--- src/core/tfc_pkg.sv ---
package tfc_pkg;
   localparam int TFC_TEMP_W = 12;
   localparam int TFC_SPD_W = 8;
   localparam int TFC_TMR_W = 16;
   // minimum times in seconds, timer tick is one second
   localparam int TFC_CLK_HZ = 10_000_000;
   localparam int TFC_TICK_CYC = TFC_CLK_HZ;
   localparam logic [TFC_TMR_W-1:0] TFC_CAB_MIN_S_RST = 16'h003c;
   localparam logic [TFC_TMR_W-1:0] TFC_STK_MIN_S_RST = 16'h003c;

   typedef enum logic [1:0]
   {
      TFC_CAB_FAST = 2'b00,
      TFC_CAB_SLOW = 2'b01,
      TFC_CAB_OFF = 2'b11
   } tfc_cab_st_t;

   typedef enum logic [1:0]
   {
      TFC_STK_MAX = 2'b00,
      TFC_STK_VAR = 2'b01,
      TFC_STK_OFF = 2'b11
   } tfc_stk_st_t;

   typedef struct packed
   {
      logic [TFC_TEMP_W-1:0] t_on;
      logic [TFC_TEMP_W-1:0] t_off;
      logic [TFC_TEMP_W-1:0] t_fast;
      logic [TFC_TEMP_W-1:0] t_slow;
      logic [TFC_TMR_W-1:0] min_s;
   } tfc_cab_cfg_t;

   typedef struct packed
   {
      logic [TFC_TEMP_W-1:0] t_off;
      logic [TFC_TEMP_W-1:0] t_on;
      logic [TFC_TEMP_W-1:0] x_lo;
      logic [TFC_TEMP_W-1:0] x_hi;
      logic [TFC_SPD_W-1:0] y_lo;
      logic [TFC_SPD_W-1:0] y_hi;
      logic [TFC_TMR_W-1:0] min_s;
   } tfc_stk_cfg_t;
endpackage

--- src/core/tfc_interp.sv ---
`timescale 1ns/100ps
// combinational linear characteristic with clamping
module tfc_interp
   import tfc_pkg::*;
#(
   parameter int TW = TFC_TEMP_W,
   parameter int SW = TFC_SPD_W
)
(
   // characteristic
   input wire logic [TW-1:0] i_x_lo,
   input wire logic [TW-1:0] i_x_hi,
   input wire logic [SW-1:0] i_y_lo,
   input wire logic [SW-1:0] i_y_hi,
   // sample
   input wire logic [TW-1:0] i_x,
   output logic [SW-1:0] o_y
);
   // elaboration-time refusal of widths the divider cannot serve
   if (TW < 2 || SW < 2)
      $error("tfc_interp: widths too small");

   logic [TW-1:0] dx;
   logic [TW-1:0] span;
   logic signed [SW:0] dy;
   logic signed [TW+SW+1:0] prod;
   logic signed [TW+SW+1:0] quo;

   always_comb
   begin
      dx = '0;
      span = i_x_hi - i_x_lo;
      dy = $signed({1'b0, i_y_hi}) - $signed({1'b0, i_y_lo});
      prod = '0;
      quo = '0;
      if (i_x <= i_x_lo || span == '0)
         o_y = i_y_lo;
      else if (i_x >= i_x_hi)
         o_y = i_y_hi;
      else
      begin
         dx = i_x - i_x_lo;
         prod = $signed({2'b00, dx}) * dy;
         quo = prod / $signed({{(SW+2){1'b0}}, span});
         o_y = SW'(quo + $signed({{(TW+2){1'b0}}, i_y_lo}));
      end
   end
endmodule

--- src/core/tfc_top.sv ---
`timescale 1ns/100ps
module tfc_top
   import tfc_pkg::*;
#(
   parameter int TICK_CYC = TFC_TICK_CYC
)
(
   // clock and reset
   input wire logic i_clk_sys,
   input wire logic i_rst_b,
   // control module restart, one-cycle pulse
   input wire logic i_restart,
   // temperature samples
   input wire logic [TFC_TEMP_W-1:0] i_exh_t0,
   input wire logic [TFC_TEMP_W-1:0] i_exh_t1,
   input wire logic [TFC_TEMP_W-1:0] i_stk_t0,
   input wire logic [TFC_TEMP_W-1:0] i_stk_t1,
   // thresholds
   input wire tfc_cab_cfg_t i_cab_cfg,
   input wire tfc_stk_cfg_t i_stk_cfg,
   // cabinet fan
   output logic o_cab_slow,
   output logic o_cab_fast,
   // stack fan
   output logic o_stk_on,
   output logic [TFC_SPD_W-1:0] o_stk_speed
);
   // elaboration-time refusal of a tick divider that cannot count
   if (TICK_CYC < 1)
      $error("tfc_top: TICK_CYC must be positive");

   localparam logic [31:0] TICK_LAST = 32'(TICK_CYC - 1);
   localparam logic [TFC_SPD_W-1:0] SPD_MAX = '1;

   typedef struct packed
   {
      logic [31:0] div;
      logic tick;
      tfc_cab_st_t cab;
      logic [TFC_TMR_W-1:0] cab_tmr;
      tfc_stk_st_t stk;
      logic [TFC_TMR_W-1:0] stk_tmr;
      logic cab_slow;
      logic cab_fast;
      logic stk_on;
      logic [TFC_SPD_W-1:0] stk_speed;
   } tfc_state_t;

   tfc_state_t st_r;
   tfc_state_t st_nxt;

   logic [TFC_TEMP_W-1:0] exh_max;
   logic [TFC_TEMP_W-1:0] stk_max;
   logic [TFC_SPD_W-1:0] var_speed;
   logic cab_done;
   logic stk_done;

   ////////////////////////////////////////////////////////////////////////
   // hotter of each sensor pair
   assign exh_max = (i_exh_t0 > i_exh_t1) ? i_exh_t0 : i_exh_t1;
   assign stk_max = (i_stk_t0 > i_stk_t1) ? i_stk_t0 : i_stk_t1;

   assign cab_done = st_r.cab_tmr >= i_cab_cfg.min_s;
   assign stk_done = st_r.stk_tmr >= i_stk_cfg.min_s;

   tfc_interp #(
      .TW(TFC_TEMP_W),
      .SW(TFC_SPD_W)
   ) u_interp (
      .i_x_lo(i_stk_cfg.x_lo),
      .i_x_hi(i_stk_cfg.x_hi),
      .i_y_lo(i_stk_cfg.y_lo),
      .i_y_hi(i_stk_cfg.y_hi),
      .i_x(stk_max),
      .o_y(var_speed)
   );

   ////////////////////////////////////////////////////////////////////////
   always_comb
   begin
      st_nxt = st_r;
      // one-second tick
      st_nxt.tick = 1'b0;
      if (st_r.div >= TICK_LAST)
      begin
         st_nxt.div = '0;
         st_nxt.tick = 1'b1;
      end
      else
         st_nxt.div = st_r.div + 32'h0000_0001;

      if (st_r.tick && st_r.cab_tmr != '1)
         st_nxt.cab_tmr = st_r.cab_tmr + 16'h0001;
      if (st_r.tick && st_r.stk_tmr != '1)
         st_nxt.stk_tmr = st_r.stk_tmr + 16'h0001;

      // cabinet fan, three stages only
      case (st_r.cab)
         TFC_CAB_FAST:
         begin
            if (cab_done && exh_max < i_cab_cfg.t_slow)
               st_nxt.cab = TFC_CAB_SLOW;
         end
         TFC_CAB_SLOW:
         begin
            if (exh_max > i_cab_cfg.t_fast)
            begin
               st_nxt.cab = TFC_CAB_FAST;
               st_nxt.cab_tmr = '0;
            end
            else if (exh_max < i_cab_cfg.t_off)
               st_nxt.cab = TFC_CAB_OFF;
         end
         TFC_CAB_OFF:
         begin
            if (exh_max > i_cab_cfg.t_on)
            begin
               st_nxt.cab = TFC_CAB_FAST;
               st_nxt.cab_tmr = '0;
            end
         end
         default:
         begin
            st_nxt.cab = TFC_CAB_FAST;
            st_nxt.cab_tmr = '0;
         end
      endcase

      // stack fan, maximum, variable or off
      case (st_r.stk)
         TFC_STK_MAX:
         begin
            if (stk_done)
            begin
               if (stk_max < i_stk_cfg.t_off)
                  st_nxt.stk = TFC_STK_OFF;
               else
                  st_nxt.stk = TFC_STK_VAR;
            end
         end
         TFC_STK_VAR:
         begin
            if (stk_max < i_stk_cfg.t_off)
               st_nxt.stk = TFC_STK_OFF;
         end
         TFC_STK_OFF:
         begin
            if (stk_max > i_stk_cfg.t_on)
            begin
               st_nxt.stk = TFC_STK_MAX;
               st_nxt.stk_tmr = '0;
            end
         end
         default:
         begin
            st_nxt.stk = TFC_STK_MAX;
            st_nxt.stk_tmr = '0;
         end
      endcase

      // restart acts like power-up
      if (i_restart)
      begin
         st_nxt.cab = TFC_CAB_FAST;
         st_nxt.cab_tmr = '0;
         st_nxt.stk = TFC_STK_MAX;
         st_nxt.stk_tmr = '0;
      end

      // registered outputs follow the next state
      st_nxt.cab_fast = st_nxt.cab == TFC_CAB_FAST;
      st_nxt.cab_slow = st_nxt.cab == TFC_CAB_SLOW;
      st_nxt.stk_on = st_nxt.stk != TFC_STK_OFF;
      case (st_nxt.stk)
         TFC_STK_MAX: st_nxt.stk_speed = SPD_MAX;
         TFC_STK_VAR: st_nxt.stk_speed = var_speed;
         default: st_nxt.stk_speed = '0;
      endcase
   end

   ////////////////////////////////////////////////////////////////////////
   always_ff @(posedge i_clk_sys or negedge i_rst_b)
   begin
      if (!i_rst_b)
      begin
         st_r <= '0;
         st_r.cab <= TFC_CAB_FAST;
         st_r.stk <= TFC_STK_MAX;
         st_r.cab_fast <= 1'b1;
         st_r.stk_on <= 1'b1;
         st_r.stk_speed <= SPD_MAX;
      end
      else
         st_r <= st_nxt;
   end

   assign o_cab_slow = st_r.cab_slow;
   assign o_cab_fast = st_r.cab_fast;
   assign o_stk_on = st_r.stk_on;
   assign o_stk_speed = st_r.stk_speed;
endmodule

--- config.mk ---
export PLATFORM = sky130hd
export DESIGN_NAME = tfc_top
export DESIGN_NICKNAME = d
export VERILOG_FILES = /design/src/core/tfc_pkg.sv /design/src/core/tfc_interp.sv /design/src/core/tfc_top.sv
export SDC_FILE = /design/constraint.sdc
export NUM_CORES = 1
export LEC_CHECK = 0
export ABC_AREA = 1
export BUFFER_PORTS_ARGS = -buffer_cell sky130_fd_sc_hd__clkbuf_2
export CAP_MARGIN = 20
export CORE_UTILIZATION = 60
export DETAILED_ROUTE_END_ITERATION = 7
export MAX_ROUTING_LAYER = met4
export PLACE_DENSITY = 0.8
export SLEW_MARGIN = 10
export SYNTH_ARGS = -nofsm -noshare
export SYNTH_HDL_FRONTEND = slang
export SYNTH_SLANG_ARGS = --single-unit
--- constraint.sdc ---
create_clock -name i_clk_sys -period 7.3 [get_ports i_clk_sys]
set_clock_uncertainty 0.1 [all_clocks]
set_input_delay 1.46 -clock i_clk_sys [delete_from_list [all_inputs] [get_ports i_clk_sys]]
set_output_delay 1.46 -clock i_clk_sys [all_outputs]
set_load 0.1 [all_outputs]
==> results of run 1 <==
==> stage by stage <==
step	setup WS, ns	instance area [sq um]	TNS [ns]	utilization
2_1_floorplan	-46.15	24860	-363.83	-
3_3_place_gp	-43.10	33490	-341.09	0.8606
3_5_place_dp	-46.74	33490	-369.55	0.8606
4_1_cts	-43.38	36780	-343.54	0.9452
==> per-layer routing <==
metal  GRT overflow  GRT usage
met4             86     0.9130
met2            248      1.009
met5              -          -
met3              7     0.7532
met1             18     0.8438
==> Yosys cell counts (all sizes together) (11+ instances only) <==
cell type and count:
nor4 13, a31oi 13, inv 688, clkbuf 30, xor2 129, a21o 28
a21oi 235, nand2 816, or2 24, buf 20, dfrtp 70, nor3 44
nand4 58, xnor2 64, fa 75, nor2 354, o21bai 32, o31ai 16
ha 438, nand3b 15, o21ai 234, a21boi 11, o211ai 11, o21a 25
nand3 182
==> what timing repair did <==
item | 4_1_cts
resized for setup | 172
pin swaps | 195
endpoints found under the setup margin | 8
cloned | 3
hold buffers | 0
setup buffers | 293
==> kinds of logic after synthesis <==
logic type | after synthesis
AND/OR/NAND/NOR | 1514
buffers and inverters | 746
AO/OA/AOI/OAI | 630
adder cells (fa/ha/maj) | 513
XOR/XNOR | 193
flip-flops | 80
other | 1
multiplexers | 1
==> run metrics, run 1 <==
Max clock buf depth=2; Yosys top cell by area=ha_1; vias in the first global route=45,103; Synth Flop Type=dfrtp_1; I/O pin count=206; Synth Area in Adders=0.2934; asr flop ratio synth=1.000; stop err=[ERROR GRT-0116] Global routing finished with congestion. Check the congestion regions in the DRC Viewer.; mux share of post-synthesis cell area=0.0004732; status=stopped before the end; Stop stage=5_1_grt; GRT Resource Usage Total=0.8808; initial core utilization=0.6114; count of flip-flops with a built-in enable after synthesis=0; Synth Area in Compound Gates=0.1510; syn avg cell area=6.470 sq um; gp weighted congestion=1.058; synthesized flop and latch total=80; largest net degree at the start of global routing=81; Yosys cell types=62; top cells by area, synth=ha_1 23%, nand2_1 12%, inv_1 11%, dfrtp_1 7.4%, fa_1 6.3%; largest family of logic cells by synthesized area=adder cells; htree depth=3; GRT overflow=359; Port Buffers=205; Placed Instances=5,340; Inserted Clock Buffers=9; Mapped Cells=3,678; Synth Cell Area=23,800 sq um; Synth warnings=0; clk sinks=80; hpwl dp=68,420 um; CTS root buffer=clkbuf_16; Cell Rows=72; Seq/Total Area, Yosys=0.08466; xor and xnor area share after synthesis=0.07104; Synth Area in Simple Gates=0.2784; die width=201.1 um; post-synth top area share=0.2303; first-pass GRT wire length=273,000 um; Die Y=201.1 um
==> run 2, diff against run 1 <==
CORE_UTILIZATION = 40   (was 60)
MAX_ROUTING_LAYER = unset   (was met4)
PLACE_DENSITY = unset   (was 0.8)
PLACE_DENSITY_LB_ADDON = 0.15   (was unset)
==> run 2 against run 1 <==
Net effect:
- the flow now finishes, with violations (setup timing)
- area after synthesis did not move
- synthesized cell count unchanged
==> run metrics, run 2 <==
status=finished with violations (was stopped before the end); failing checks=setup timing; worst setup margin=-44.99 ns; CP most frequent cell=buf_4; Yosys cell types=62 (unchanged); setup TNS=-356.31 ns; Starting DRT DRC Count=1,446; Inserted Clock Buffers=9 (unchanged); Worst slew margin=0.4040; arrival time at the worst endpoint=52.44 ns; CTS root buffer=clkbuf_16 (unchanged); top cells by area, synth=ha_1 23%, nand2_1 12%, inv_1 11%, dfrtp_1 7.4%, fa_1 6.3% (unchanged); worst-margin pin slew=0.8908 ns; post-layout instance area=39,570 sq um; Synth top cells by count=773 x nand2_1, 667 x inv_1, 438 x ha_1, 335 x nor2_1, 232 x a21oi_1 (unchanged); core area=58,910 sq um; Synth Cell Area=23,800 sq um (unchanged); WP data required=7.44 ns; hpwl dp=63,900 um (was 68,420 um); die width=245.9 um (was 201.1 um); Crit Path Max Fanout=13; slowest CP cell=fa_1; CTS tree=built; Die Footprint=60,470 sq um; initial antenna violation count=3; Setup CP Type=in2reg; Seq/Total Area, Yosys=0.08466 (unchanged); synthesized flop and latch total=80 (unchanged); post-synth top area share=0.2303 (unchanged); Synth warnings=0 (unchanged); Final Cycle Share=7.164; clk sinks=80 (unchanged); Startpoint Class=input port; GRT overflow=0; I/O pin count=206 (unchanged); fin crit period=52.29 ns; Final setup viols=8; final WL=88,780 um; Max Cap Viol=0; Hold Slack=0.3601 ns; Final ANT Viol Nets=0; wire per inst=14.56 um; syn avg cell area=6.470 sq um (unchanged); asr flop ratio synth=1.000 (unchanged); first-pass GRT wire length=135,800 um; Layout Cells excl Fill=6,096; Placed Instances=5,614 (was 5,340); Worst setup EP type=flop; final hold vios=0; Fmax=19.12 MHz; gp weighted congestion=0.9280 (was 1.058); min-delay worst type=reg2reg; htree depth=3 (unchanged); largest net degree at the start of global routing=81; hold_buf cts=0 (unchanged); dpl cell area=33,940 sq um (was 33,490 sq um); Reg clk slew, reported paths=0.06 ns; Yosys top cell by area=ha_1 (unchanged); Largest Register=st_r; fin. max-slew vios=0; commonest non-fill, non-tap cell in the layout=buf_4; DRC=0; Mapped Cells=3,678 (unchanged); router iterations before antenna repair=5; GRT Resource Usage Total=0.2733; most frequent cells in the layout=1,432 x buf_4, 686 x nand2_1, 606 x inv_1, 388 x ha_1, 296 x nor2_1; Worst-Skew Late Latency=0.34 ns; Die Y=245.9 um (was 201.1 um); routed via count=29,738; Max clock buf depth=2 (unchanged); Port Buffers=205 (unchanged); vias in the first global route=28,820; routed vias/inst=4.878; initial core utilization=0.4039 (was 0.6114); Layout area overhead=66.31%; nets@finish=6,024; Cell Rows=89 (was 72); ratio of cells with drive above 1 in the final layout=0.4270; Crit path largest cell delay=0.60 ns; max reg flops=69; most common cell in the netlist=nand2_1 (unchanged); RSZ-0062 raised after global routing=true; count of flip-flops with a built-in enable after synthesis=0 (unchanged); Synth Flop Type=dfrtp_1 (unchanged)
## run 2: cell counts after synthesis
Identical to the previous run, type by type.
## run 2: cells by family (layout without fill, tap and decap cells)
family	after synthesis	after routing	share of synthesized area
AO/OA/AOI/OAI	630	630	0.1510
adder cells (fa/ha/maj)	513	513	0.2934
flip-flops	80	80	0.08466
XOR/XNOR	193	193	0.07104
buffers and inverters	746	2382	0.1209
AND/OR/NAND/NOR	1514	1514	0.2784
multiplexers	1	1	0.0004732
other	1	10	0.0001576
## run 2: area by class of cell
class | instances | area, sq um
multi-input cells | 2859 | 21370
repair buffers | 1668 | 12200
inverters | 696 | 2693
clock buffers | 12 | 256.5
flip-flops and latches | 80 | 2014
fillers | 4926 | 19330
diodes | 2 | 5.005
clock inverters | 4 | 51.30
well taps | 773 | 967.2
repair inverters | 2 | 15.01
## run 2: worst paths after layout
kind	startpoint	end	slack [ns]	cells past startpoint
max reg2reg	st_r[48]	st_r[70]	4.23	18
min	st_r[48]	st_r[48]	0.36	1
max	i_stk_t1[11]	o_stk_speed[6]	-44.99	392
min reg2reg	st_r[48]	st_r[48]	0.36	1
max in group asynchronous	i_rst_b	st_r[65]	5.55	2
min in group asynchronous	i_rst_b	st_r[42]	0.96	1
## run 2: layer usage
layer	vias up	track usage	part of all wire
li1	15206	-	-
met1	13588	0.3342	0.43
met2	714	0.4947	0.49
met3	228	0.02958	0.043
met4	2	0.08824	0.038
met5	-	0	0.00015
## run 2: timing repair
action,in CTS,in global routing
gates cloned,2,0
gates resized for setup,136,317
pin swaps,209,364
setup buffers,369,98
endpoints found under the setup margin,8,8
## run 2: worst max-delay path, delay by kind of cell
family,cells,cell delay [ns]
AOI/OAI and AO/OA,136,19.81
adders and majority gates,31,9.03
xor gates and xnor gates,4,0.77
and+or+nand+nor,120,11.21
buffers and inverters,100,9.70
muxes,1,0.36
## run 2: per-stage QoR
stage          worst slack, ns  utilization
3_3_place_gp            -43.65       0.5761
5_1_grt                 -48.25       0.6718
6_report                -44.99       0.6718
2_1_floorplan           -46.15            -
4_1_cts                 -42.60       0.6367
3_5_place_dp            -45.01       0.5762
Power of run 2 is left out: the tool's default activity adds up to more than one toggle a clock period on the data nets, which glitch-free logic cannot reach.
==> run 3, diff against run 2 <==
SYNTH_HIERARCHICAL = 1   (was unset)
==> run 3 against run 2 <==
Net effect:
- the flow still finishes with violations (setup timing)
- final cell count grew 0.28%
- global-route usage shrank 0.30 points
- design area grew 1.3%
- setup slack gained 1.1 ns
- worst hold slack gained 0.019 ns
- synthesized cell count grew 1.8%
- critical endpoint is now o_stk_speed[7]
==> run metrics, run 3 <==
htree depth=3 (unchanged); mux share of post-synthesis cell area=0 (was 0.0004732); critical path depth=381 (was 392); fin util=0.6631 (was 0.6718); largest net degree at the start of global routing=81 (unchanged); worst setup margin=-43.90 ns (was -44.99 ns); Final Cycle Share=7.013 (was 7.164); Synth warnings=6 (was 0); synthesized flop and latch total=80 (unchanged); count of flip-flops with a built-in enable after synthesis=0 (unchanged); routed via count=30,365 (was 29,738); Reg clk slew, reported paths=0.06 ns (about the same); Synth Area in Adders=0.2852 (was 0.2934); Layout area overhead=63.50% (was 66.31%); Reg-to-Reg End=st_r[59] (was st_r[70]); Largest Register=st_r (unchanged); Hold Slack=0.3787 ns (was 0.3601 ns); core area=60,470 sq um (was 58,910 sq um); Setup crit start=i_stk_t0[7] (was i_stk_t1[11]); routed vias/inst=4.967 (was 4.878); Starting DRT DRC Count=1,595 (was 1,446); DRC=0 (unchanged); xor and xnor area share after synthesis=0.07852 (was 0.07104); router iterations before antenna repair=8 (was 5); top cells by area, synth=ha_1 22%, nand2_1 12%, inv_1 10%, dfrtp_1 7.1%, fa_1 6.1% (was ha_1 23%, nand2_1 12%, inv_1 11%, dfrtp_1 7.4%, fa_1 6.3%); min-delay worst type=reg2reg (unchanged); Inserted Clock Buffers=9 (unchanged); Final setup viols=8 (unchanged); hpwl dp=63,940 um (was 63,900 um); final hold vios=0 (unchanged); nets@finish=6,035 (was 6,024); Cell Rows=90 (was 89); arrival time at the worst endpoint=51.35 ns (was 52.44 ns); post-layout instance area=40,100 sq um (was 39,570 sq um); first-pass GRT wire length=140,400 um (was 135,800 um); CP most frequent cell=buf_4 (unchanged); Seq/Total Area, Yosys=0.08214 (was 0.08466); Yosys top cell by area=ha_1 (unchanged); most common cell in the netlist=nand2_1 (unchanged); n_diodes=0 (was 2); ratio of cells with drive above 1 in the final layout=0.4309 (was 0.4270); Multi-input gate area=22,300 sq um (was 21,370 sq um); Worst slew margin=0.3535 (was 0.4040); hold_buf cts=0 (unchanged); clk sinks=80 (unchanged); Crit path largest cell delay=0.57 ns (was 0.60 ns); Mapped Cells=3,743 (was 3,678); syn avg cell area=6.552 sq um (was 6.470 sq um); fin. max-slew vios=0 (unchanged); Die Footprint=62,300 sq um (was 60,470 sq um); Synth Flop Type=dfrtp_1 (unchanged); RSZ-0062 raised after global routing=true (unchanged); slowest CP cell=fa_1 (unchanged); largest family of logic cells by synthesized area=simple AND/OR/NAND/NOR gates (was adder cells); Synth top cells by count=799 x nand2_1, 678 x inv_1, 439 x ha_1, 341 x nor2_1, 231 x a21oi_1 (was 773 x nand2_1, 667 x inv_1, 438 x ha_1, 335 x nor2_1, 232 x a21oi_1); Synth Area in Simple Gates=0.3014 (was 0.2784); dpl cell area=33,820 sq um (was 33,940 sq um); Yosys cell types=67 (was 62); GRT Resource Usage Total=0.2704 (was 0.2733); GRT overflow=0 (unchanged); commonest non-fill, non-tap cell in the layout=buf_4 (unchanged); CTS root buffer=clkbuf_16 (unchanged); Crit path max-delay family=buffers and inverters (was compound AO/OA/AOI/OAI gates); final WL=92,990 um (was 88,780 um); Reg2Reg Depth=12 (was 18); post-synth top area share=0.2240 (was 0.2303); Worst setup EP type=flop (unchanged); Synth Area in Compound Gates=0.1323 (was 0.1510); failing checks=setup timing (unchanged); status=finished with violations (unchanged); wire per inst=15.21 um (was 14.56 um); max reg flops=69 (unchanged); Max clock buf depth=2 (unchanged); DP Worst Slack=-43.85 ns (was -45.01 ns); vias in the first global route=29,287 (was 28,820); FF-to-FF setup slack=4.84 ns (was 4.23 ns); Crit Path Max Fanout=8 (was 13); Port Buffers=205 (unchanged); initial antenna violation count=1 (was 3); worst-margin pin slew=0.9698 ns (was 0.8908 ns); RR Startpoint=st_r[48] (unchanged); worst setup path end=o_stk_speed[7] (was o_stk_speed[6]); Final ANT Viol Nets=0 (unchanged); CTS tree=built (unchanged); asr flop ratio synth=1.000 (unchanged); Max Cap Viol=0 (unchanged); Setup CP Type=in2reg (unchanged); WP data required=7.45 ns (was 7.44 ns); Die Y=249.6 um (was 245.9 um); die width=249.6 um (was 245.9 um); Startpoint Class=input port (unchanged); Synth Cell Area=24,520 sq um (was 23,800 sq um); fin crit period=51.20 ns (was 52.29 ns); Worst-Skew Late Latency=0.34 ns (about the same); CP Buf/Inv Count=153 (was 100); I/O pin count=206 (unchanged); initial core utilization=0.4055 (was 0.4039); most frequent cells in the layout=1,376 x buf_4, 688 x nand2_1, 616 x inv_1, 369 x ha_1, 297 x nor2_1 (was 1,432 x buf_4, 686 x nand2_1, 606 x inv_1, 388 x ha_1, 296 x nor2_1); gp weighted congestion=0.9350 (was 0.9280); fill count=4,981 (was 4,926); FF+latch area=2014 sq um (unchanged); Fmax=19.53 MHz (was 19.12 MHz)
## run 3: cell count changes after synthesis, moves of 7 or more
cell,before,now
nor4_1,13,6
inv_2,21,9
xor2_1,129,141
nand2_1,773,799
o21ai_0,205,188
clkbuf_1,30,21
and2_1,1,8
nand3_2,14,21
xnor2_1,64,77
o21ai_1,27,11
nand2_2,32,55
inv_1,667,678
o21a_1,25,13
nand3_1,166,176
## run 3: what timing repair did
action | 4_1_cts | 5_1_grt
resized for setup | 159 | 389
hold endpoints to repair | 0 | 0
buffers inserted | 397 | 95
pin swaps | 196 | 341
setup endpoints to repair | 8 | 8
gates cloned | 3 | 0
## run 3: area by class of cell
class	instances	share of cell area
repair inverters	2	0.0003433
repair buffers	1612	0.2943
clock buffers	10	0.005960
clock inverters	6	0.001092
flip-flops and latches	80	0.05024
multi-input cells	2925	0.5562
well taps	782	0.02440
inverters	696	0.06747
## run 3: stage by stage
stage	setup TNS (ns)	cells
5_1_grt	-368.46	6113
2_1_floorplan	-354.70	3750
4_1_cts	-327.74	6027
6_report	-347.08	6113
3_3_place_gp	-335.34	5612
3_5_place_dp	-345.62	5612
## run 3: worst min path at each step
stage              from        to  slack [ns]  cells after the start
6_report       st_r[48]  st_r[48]        0.38                      1
5_1_grt        st_r[48]  st_r[48]        0.42                      1
4_1_cts        st_r[48]  st_r[48]        0.38                      1
3_5_place_dp   st_r[48]  st_r[48]        0.38                      1
3_3_place_gp   st_r[48]  st_r[48]        0.38                      1
2_1_floorplan  st_r[48]  st_r[48]        0.35                      1
## run 3: worst register-to-register path: stages (launching register included)
cell	delay, ns
dfrtp_1	0.40
ha_1	0.22
nand2_1	0.09
nor2_1	0.04
nand2_1	0.09
inv_1	0.05
nand2_1	0.07
a31oi_1	0.09
o211ai_1	0.16
nand2_1	0.45
inv_1	0.36
o21ai_0	0.14
a21oi_1	0.13
## run 3: kinds of logic (layout without fill, tap and decap cells)
logic type	after synthesis	after routing
simple gates	1612	1613
compound gates	571	571
xor+xnor	219	219
flops	80	80
other cells	1	8
fa+ha+maj	514	514
buf+inv	746	2326
## run 3: metal layers
layer  vias to the layer above  track usage  share of wire
li1                      15218            -              -
met1                     13978       0.3350           0.42
met2                       884       0.4966           0.50
met3                       285      0.01836          0.043
met4                         0      0.08095          0.041
met5                         -            0              0
Power of run 3 is left out for the same reason.
